## src/rtl/sacq_pkg.sv

```systemverilog
/*
 * Package of the host-side capture controller for a clockless 12-bit
 * sampling converter: timing constants, pin bundles and states.
 * Assumes a single 50 MHz core clock and device pins that are
 * synchronous to it.
 */
`default_nettype none
package sacq_pkg;
   localparam int CLK_PERIOD_NS = 20;
   // Start strobe high time, least and most, in ns.
   localparam int STROBE_HIGH_WIDTH_MIN_NS = 20;
   localparam int STROBE_HIGH_WIDTH_MAX_NS = 50;
   // Start strobe low time, least, in ns.
   localparam int STROBE_LOW_WIDTH_MIN_NS = 20;
   // Least times rounded up, longest times rounded down, at least one cycle.
   localparam int HIGH_MIN_CYC = (STROBE_HIGH_WIDTH_MIN_NS + CLK_PERIOD_NS - 1)
      / CLK_PERIOD_NS;
   localparam int HIGH_MAX_CYC = (STROBE_HIGH_WIDTH_MAX_NS / CLK_PERIOD_NS < 1)
      ? 1 : STROBE_HIGH_WIDTH_MAX_NS / CLK_PERIOD_NS;
   localparam int LOW_MIN_CYC = (STROBE_LOW_WIDTH_MIN_NS + CLK_PERIOD_NS - 1)
      / CLK_PERIOD_NS;
   localparam int RESULT_W = 12;
   localparam logic [1:0] HIGH_CNT_RST = 2'h0;

   // Pins returned by the converter.
   typedef struct packed {
      logic [RESULT_W-1:0] bits;   // bits[11] is the most significant bit
      logic msb_inv;
      logic input_overrange_flag;
      logic result_available_strobe;
   } sacq_dev_pins_t;

   // One captured sample handed to the user.
   typedef struct packed {
      logic [RESULT_W-1:0] code;
      logic [RESULT_W-1:0] code_twos;
      logic overrange;
   } sacq_sample_t;

   typedef enum logic [2:0] {
      ST_IDLE = 3'b001,
      ST_HIGH = 3'b010,
      ST_LOW  = 3'b100
   } sacq_state_t;
endpackage
`default_nettype wire

```

## src/rtl/sacq_host.sv

```systemverilog
/*
 * Host capture controller: issues conversion-start pulses to the
 * converter and captures each result on the data-available edges.
 * Assumes the converter pins are already synchronous to core_clk_i.
 */
// Behaviour
// - The previous result is still held at data-available's falling edge.
// - The start strobe stays high 20 ns to 50 ns per request.
// - The start strobe stays low at least 20 ns between pulses.
// - The strobe may fall right after the data-available transition.
// - A new start may follow the data-available edge with no gap.
`default_nettype none
module sacq_host (
   input wire logic core_clk_i,
   input wire logic rst_n_i,
   input wire logic start_i,
   input wire logic continuous_i,
   input wire sacq_pkg::sacq_dev_pins_t dev_i,
   output logic encode_strobe_o,
   output logic busy_o,
   output logic sample_valid_o,
   output var sacq_pkg::sacq_sample_t sample_o,
   output logic prev_valid_o,
   output var sacq_pkg::sacq_sample_t prev_o
);
   import sacq_pkg::*;

   // ****************************************
   // Strobe sequencer
   // ****************************************
   sacq_state_t state_q, state_d;
   logic [1:0] cnt_q, cnt_d;
   logic enc_q, enc_d;
   logic busy_q, busy_d;

   always_comb begin
      state_d = state_q;
      cnt_d = cnt_q;
      enc_d = 1'b0;
      busy_d = busy_q;
      case (state_q)
         ST_IDLE: begin
            if (start_i || continuous_i) begin
               state_d = ST_HIGH;
               enc_d = 1'b1;
               cnt_d = 2'h1;
               busy_d = 1'b1;
            end else begin
               busy_d = 1'b0;
            end
         end
         ST_HIGH: begin
            if (int'(cnt_q) >= HIGH_MIN_CYC) begin
               // Falling here keeps the pulse inside the 20..50 ns window.
               state_d = ST_LOW;
               cnt_d = 2'h1;
            end else begin
               enc_d = 1'b1;
               cnt_d = cnt_q + 2'h1;
            end
         end
         ST_LOW: begin
            if (int'(cnt_q) >= LOW_MIN_CYC) begin
               state_d = ST_IDLE;
               cnt_d = HIGH_CNT_RST;
               if (continuous_i) begin
                  // Back-to-back request without waiting for the result.
                  state_d = ST_HIGH;
                  enc_d = 1'b1;
                  cnt_d = 2'h1;
               end
            end else begin
               cnt_d = cnt_q + 2'h1;
            end
         end
         default: begin
            state_d = ST_IDLE;
            cnt_d = HIGH_CNT_RST;
         end
      endcase
   end

   always_ff @(posedge core_clk_i or negedge rst_n_i) begin
      if (!rst_n_i) begin
         state_q <= ST_IDLE;
         cnt_q <= HIGH_CNT_RST;
         enc_q <= 1'b0;
         busy_q <= 1'b0;
      end else begin
         state_q <= state_d;
         cnt_q <= cnt_d;
         enc_q <= enc_d;
         busy_q <= busy_d;
      end
   end

   assign encode_strobe_o = enc_q;
   assign busy_o = busy_q;

   // ****************************************
   // Result capture
   // ****************************************
   logic dav_q, dav_d;
   logic sval_q, sval_d;
   logic pval_q, pval_d;
   sacq_sample_t samp_q, samp_d, prev_q, prev_d;
   sacq_sample_t cur;

   always_comb begin
      cur.code = dev_i.bits;
      // Replacing the top bit by its complement gives twos complement.
      cur.code_twos = {dev_i.msb_inv, dev_i.bits[RESULT_W-2:0]};
      cur.overrange = dev_i.input_overrange_flag;
   end

   always_comb begin
      dav_d = dev_i.result_available_strobe;
      sval_d = 1'b0;
      pval_d = 1'b0;
      samp_d = samp_q;
      prev_d = prev_q;
      // Data is settled before the rising edge, so capture on it.
      if (dav_d && !dav_q) begin
         samp_d = cur;
         sval_d = 1'b1;
      end
      // Data still holds across the falling edge for the old result.
      if (!dav_d && dav_q) begin
         prev_d = cur;
         pval_d = 1'b1;
      end
   end

   always_ff @(posedge core_clk_i or negedge rst_n_i) begin
      if (!rst_n_i) begin
         dav_q <= 1'b0;
         sval_q <= 1'b0;
         pval_q <= 1'b0;
         samp_q <= '0;
         prev_q <= '0;
      end else begin
         dav_q <= dav_d;
         sval_q <= sval_d;
         pval_q <= pval_d;
         samp_q <= samp_d;
         prev_q <= prev_d;
      end
   end

   assign sample_valid_o = sval_q;
   assign sample_o = samp_q;
   assign prev_valid_o = pval_q;
   assign prev_o = prev_q;

   // ****************************************
   // Assertions
   // ****************************************
   logic [2:0] hi_run_q, hi_run_d, lo_run_q, lo_run_d;

   // Both run counters saturate, so a long idle spell never wraps round
   // into a false short-gap report.
   always_comb begin
      hi_run_d = 3'h0;
      lo_run_d = 3'h0;
      if (enc_q) begin
         hi_run_d = (hi_run_q == 3'h7) ? hi_run_q : hi_run_q + 3'h1;
      end else begin
         lo_run_d = (lo_run_q == 3'h7) ? lo_run_q : lo_run_q + 3'h1;
      end
   end

   always_ff @(posedge core_clk_i or negedge rst_n_i) begin
      if (!rst_n_i) begin
         hi_run_q <= 3'h0;
         lo_run_q <= 3'h0;
      end else begin
         hi_run_q <= hi_run_d;
         lo_run_q <= lo_run_d;
      end
   end

   a_high_max_width: assert property (
      @(posedge core_clk_i) disable iff (!rst_n_i)
      int'(hi_run_q) <= HIGH_MAX_CYC)
      else $error("start strobe high too long");
   a_high_min_width: assert property (
      @(posedge core_clk_i) disable iff (!rst_n_i)
      $fell(enc_q) |-> int'(hi_run_q) >= HIGH_MIN_CYC)
      else $error("start strobe high too short");
   a_low_min_width: assert property (
      @(posedge core_clk_i) disable iff (!rst_n_i)
      $rose(enc_q) |-> int'(lo_run_q) >= LOW_MIN_CYC)
      else $error("start strobe low too short");
   a_start_pulse: assert property (
      @(posedge core_clk_i) disable iff (!rst_n_i)
      (state_q == ST_IDLE && start_i) |=> enc_q && busy_q)
      else $error("start request gave no pulse");
   a_rise_capture: assert property (
      @(posedge core_clk_i) disable iff (!rst_n_i)
      $rose(dev_i.result_available_strobe) |=> sval_q
         && samp_q.code == $past(dev_i.bits))
      else $error("result not captured on rising edge");
   a_fall_capture: assert property (
      @(posedge core_clk_i) disable iff (!rst_n_i)
      $fell(dev_i.result_available_strobe) |=> pval_q
         && prev_o.overrange == $past(dev_i.input_overrange_flag))
      else $error("previous result not captured on falling edge");
   a_twos_top: assert property (
      @(posedge core_clk_i) disable iff (!rst_n_i)
      sval_q |-> samp_q.code_twos
         == {$past(dev_i.msb_inv), $past(dev_i.bits[RESULT_W-2:0])})
      else $error("twos word low bits differ");
   a_back_to_back: assert property (
      @(posedge core_clk_i) disable iff (!rst_n_i)
      (state_q == ST_LOW && continuous_i && int'(cnt_q) >= LOW_MIN_CYC)
      |=> enc_q)
      else $error("continuous mode left a gap");

   c_single: cover property (@(posedge core_clk_i) $rose(enc_q));
   c_sample: cover property (@(posedge core_clk_i) sval_q);
   c_prev: cover property (@(posedge core_clk_i) pval_q);
   c_overrange: cover property (@(posedge core_clk_i)
      sval_q && samp_q.overrange);
endmodule
`default_nettype wire

```

## config.mk

```make
export PLATFORM = sky130hd
export DESIGN_NAME = sacq_host
export DESIGN_NICKNAME = d
export VERILOG_FILES = /design/src/rtl/sacq_pkg.sv /design/src/rtl/sacq_host.sv
export SDC_FILE = /design/constraint.sdc
export NUM_CORES = 1
export LEC_CHECK = 0
export CELL_PAD_IN_SITES_DETAIL_PLACEMENT = 1
export CELL_PAD_IN_SITES_GLOBAL_PLACEMENT = 2
export CORE_MARGIN = 2
export CORE_UTILIZATION = 45
export CTS_BUF_LIST = sky130_fd_sc_hd__clkbuf_4
export CTS_CLUSTER_SIZE = 10
export DETAILED_ROUTE_END_ITERATION = 8
export DONT_BUFFER_PORTS = 1
export PLACE_DENSITY = 0.95
export SLEW_MARGIN = 20
export SYNTH_ARGS = -nofsm -noshare
export SYNTH_HDL_FRONTEND = slang
export SYNTH_SLANG_ARGS = --single-unit
```

## constraint.sdc

```tcl
create_clock -name core_clk_i -period 2.2 [get_ports core_clk_i]
set_input_delay 0.22 -clock core_clk_i [delete_from_list [all_inputs] [get_ports core_clk_i]]
set_output_delay 0.22 -clock core_clk_i [all_outputs]
set_load 0.01 [all_outputs]
```

# [Word level (Yosys, flattened, before mapping)]
# Index checks and enable logic that the tools add are counted.
# Widths: inputs -> output; s select.
[word_totals] register_bits=60 input_bits=19 output_inout_bits=54 word_cells=44
[classes] add_sub_neg=1 magnitude_cmp=1 eq_ne=6 n_mux=17 n_reduce_logical=6
[ops] operator="$mux 3" count=3
[ops] operator="$pmux 3 s3" count=1
[ops] operator="$mux 2" count=4
[ops] operator="$mux 1" count=7
[ops] operator="$ne 2x2->1 const B" count=3
[ops] operator="$pmux 2 s3" count=1
[ops] operator="$eq 3x1->1 const B" count=1
[ops] operator="$eq 3x2->1 const B" count=1
[ops] operator="$eq 3x3->1 const B" count=1
[ops] operator="$pmux 1 s3" count=1
[ops] operator="$reduce_and 3->1" count=1
[ops] operator="$add 2x1->2 const B" count=1
[ops] operator="$ge 2x1->1 const B" count=1
[ops] operator="$logic_and 1x1->1" count=2
[ops] operator="$logic_not 1->1" count=2
[ops] operator="$logic_or 1x1->1" count=1

# [Longest topological paths before layout]
[depth] word_depth=3 ltp_mapped=5 depth_no_buf=5

# [Least setup slack after synthesis]
# OpenSTA, ideal clock, no wires.
[synth_path] path_type="register -> register" startpoint="register cnt_q[0]" endpoint="register enc_q, in the netlist encode_strobe_o" setup_ps=125 t_arrival_ps=1119 required_ps=2075 setup_slack_ps=956 stages_incl_launch_ff=6 path_buffers=0 synth_period_minus_slack_ps=1244 path_cell_list="dfrtp_1 > inv_1 > ha_1 > nand4bb_1 > o21ai_0 > mux2_2"
[synth_via] elab_chain_cells=3 elab_cells_between_ends=4 classes_between="order compare: 1; mux: 3"
[synth_lines] item="from (decl)" line="sacq_host.sv:32" rtl="logic [1:0] cnt_q, cnt_d;"
[synth_lines] item="from (signal assigned)" line="sacq_host.sv:91" rtl="cnt_q <= cnt_d;"
[synth_lines] item="$ge 2x1->1 *" line="sacq_host.sv:53, sacq_host.sv:63"
[synth_lines] item="$mux 1 (on tied branches)" line="sacq_host.sv:63, sacq_host.sv:53"
[synth_lines] item="$pmux 1 s3 *" line="sacq_host.sv:41" rtl="case (state_q)"
[synth_lines] item="net enc_d" line="sacq_host.sv:33" rtl="logic enc_q, enc_d;"
[synth_lines] item="to (signal assigned)" line="sacq_host.sv:92" rtl="enc_q <= enc_d;"
[synth_lines] item="to (decl)" line="sacq_host.sv:33"
# The timed path passes the listed nets; every way through them passes the cells marked *.
# A chain may end at the register's enable or synchronous reset.

# [Worst setup path in the final report]
# Same ends and word-level chain as after synthesis.

==> metrics.md <==
| Metric | Value |
|---|---|
| Status | `finished, final reports clean` |
| Initial antenna violation count | `0` |
| Max Clk Rate | `0.7154 GHz` |
| Gr usage total | `0.1432` |
| Clk root buf | `clkbuf_4` |
| Largest net degree at the start of global routing | `39` |
| Internal cell power | `1215 uW` |
| Busiest grt layer | `met2` |
| TritonCTS Buffers | `5` |
| Die area | `0.004494 sq mm` |
| GR Util met2 | `0.2389` |
| Remaining Overflow, GRT | `0` |
| Critical Path Start Type | `flop` |
| ANT nets after route | `0` |
| Worst-path maximum fanout | `7` |
| Post-synthesis sequential area ratio | `0.5325` |
| Syn Area/Cell | `14.08 sq um` |
| RSZ-0062 raised after global routing | `no` |
| Sw frac | `0.3357` |
| Synth Register Bits | `38` |
| Pins over their slew limit | `0` |
| Hold Fails Final Rpt | `0` |
| Worst-path clk slew | `0.11 ns` |
| Global-route wire length before repair | `4685 um` |
| Worst skew pair latency | `0.33 ns` |
| WHS Endpoint | `sample_o[22]$_DFFE_PN0P_` |
| Clk sink count | `38` |
| Worst slew pin tran | `0.3254 ns` |
| Worst EP required | `2.42 ns` |
| Antenna diode count | `0` |
| Grt met3 use | `0.06081` |
| Post-Syn Area | `0.001788 sq mm` |
| Routed via count | `877` |
| Final setup violation count | `0` |
| Critical Path AT | `1.62 ns` |
| Final worst path period need | `1.398 ns` |
| Final wirelength | `3076 um` |
| Peak VDD IR | `434.9 uV` |
| Setup TNS | `0 ns` |
| Die Span Y | `67.04 um` |
| Synth Warn # | `0` |
| Setup Crit Path Kind | `reg2reg` |
| GR Util met1 | `0.1634` |
| I/O pin total | `73` |
| Slew margin rel. | `0.7831` |
| Post-CTS Setup Inserts | `0` |
| Layout cells sized above 1 | `0.3613` |
| Reg2Reg Depth | `5` |
| Worst hold path type | `in2reg` |
| Clk buf depth | `2` |
| Crit Reg-Reg Endpoint | `encode_strobe_o$_DFF_PN0_` |
| Die Width | `67.04 um` |
| Number of global-route vias before repair | `924` |
| Combinational share of power | `0.220` |
| Most frequent cells in the layout | `37 x dfrtp_1, 18 x mux2_4, 12 x mux2_2` |
| Final net count | `138` |
| RR Startpoint | `cnt_q[0]$_DFFE_PN0P_` |
| IO buf count | `0` |
| Dpl cells | `148` |
| Worst hold path cell count | `1` |
| Number of remaining DRC errors | `0` |
| Pwr per Cell Area | `1019 mW/mm^2` |
| CP Capture Type | `flop` |
| Static leakage | `0.0008109 uW` |
| Seq pwr share | `0.588` |
| RD Place Congestion | `0.6379` |
| Net Sw Power | `614.0 uW` |
| Post-synth cell types | `27` |
| Hold path startpoint | `dev_i[12]` |
| Fin Hold WS | `0.02340 ns` |
| R2r setup slk | `0.80 ns` |
| Max-cap viol count | `0` |
| Core region area | `0.003744 sq mm` |
| FP Rows | `22` |
| Tcrit/Tclk final | `0.6353` |
| Skew final | `0.008140 ns` |
| H-tree depth | `2` |
| Initial Util | `0.4776` |
| Post-Syn Nets | `147` |
| DRT Pass-1 Iters | `2` |
| Syn-to-layout area delta | `0.3498%` |
| DR iter-0 viols | `12` |
| Most common cell after layout, fill and taps aside | `dfrtp_1` |
| Synthesized instance count | `127` |
| Post-DP HPWL | `2007 um` |
| CTS tree | `yes` |
| Avg Vias per Cell | `5.251` |
| Finished Layout Cells | `167` |
| WL per Instance | `18.42 um` |
| Clock power share | `0.192` |
[per-stage QoR]
step	worst slack, ns	area [sq um]	utilization	power (uW)
after floorplan	0.9565	1788	-	1480
after global placement	0.8434	1620	0.4328	1433
after detailed placement	0.8228	1620	0.4328	1469
after CTS	0.7982	1714	0.4579	1853
after global routing	0.6688	1794	0.4793	1966
final	0.8023	1794	0.4793	1829
[critical path: stages, from the launching register on]
cell       delay, ns
dfrtp_1         0.40
inv_1           0.08
ha_1            0.27
nand4bb_1       0.15
o21ai_0         0.11
mux2_2          0.28
[flip-flops by register name (all words and copies together) (netlist names), 2 cells and up]
register and count:
prev_o 14, sample_o 14, state_q 3, cnt_q 2
[worst max-delay path by stage]
stage / startpoint / end / slack (ns) / cells past startpoint
after detailed placement: cnt_q[0]$_DFFE_PN0P_ / encode_strobe_o$_DFF_PN0_ / 0.82 / 5
after CTS: cnt_q[0]$_DFFE_PN0P_ / encode_strobe_o$_DFF_PN0_ / 0.80 / 5
after floorplan: cnt_q[0]$_DFFE_PN0P_ / encode_strobe_o$_DFF_PN0_ / 0.96 / 5
after global placement: cnt_q[0]$_DFFE_PN0P_ / encode_strobe_o$_DFF_PN0_ / 0.84 / 5
final: cnt_q[0]$_DFFE_PN0P_ / encode_strobe_o$_DFF_PN0_ / 0.80 / 5
after global routing: cnt_q[0]$_DFFE_PN0P_ / encode_strobe_o$_DFF_PN0_ / 0.67 / 5
[synthesized netlist by cell type (all sizes together)]
master / n / area share
nand3: 1 / 0.0028
o21ai: 4 / 0.011
nand2: 3 / 0.0063
buf: 28 / 0.13
o22ai: 1 / 0.0035
clkbuf: 1 / 0.0028
ha: 1 / 0.0070
nand3b: 1 / 0.0042
a221oi: 1 / 0.0049
mux2: 30 / 0.23
nor2b: 1 / 0.0049
o31ai: 1 / 0.0042
inv: 3 / 0.0063
a21oi: 2 / 0.0056
dfrtp: 37 / 0.52
nand4bb: 1 / 0.0063
nor3b: 2 / 0.011
xnor2: 1 / 0.0049
a22o: 1 / 0.0049
dfstp: 1 / 0.015
nor2: 3 / 0.0063
nand2b: 3 / 0.010
[area by class of cell]
type	count	area [sq um]
sequential	38	952.2
clock buffer	6	45.04
multi-input combinational	57	581.8
clock inverter	2	8.758
inverter	3	11.26
timing repair buffer	13	135.1
fill	379	1949
tap	48	60.06
[cell families after synthesis]
group	share of synthesized area
multiplexers	0.2267
buffers and inverters	0.1421
AND/OR/NAND/NOR	0.05248
AO/OA/AOI/OAI	0.03430
XOR/XNOR	0.004899
adder cells (fa/ha/maj)	0.006997
flip-flops	0.5325
[power groups by stage]
stage	registers, uW	logic (uW)	clock network, uW
2_1_floorplan	968	512	0
3_3_place_gp	1080	349	0
3_5_place_dp	1090	379	0
4_1_cts	1080	400	374
5_1_grt	1110	454	406
6_report	1080	402	351
[repair_timing]
action	in CTS	in global routing
hold buffers	3	8
resized for setup	0	0
endpoints found under the hold margin	39	12
[routing by layer]
metal,vias to the layer above,part of all wire
met5,-,0
met3,5,0.077
met4,0,0.012
met1,448,0.40
met2,35,0.51
li1,389,-
Note: power is estimated with default switching activity, not from simulation.
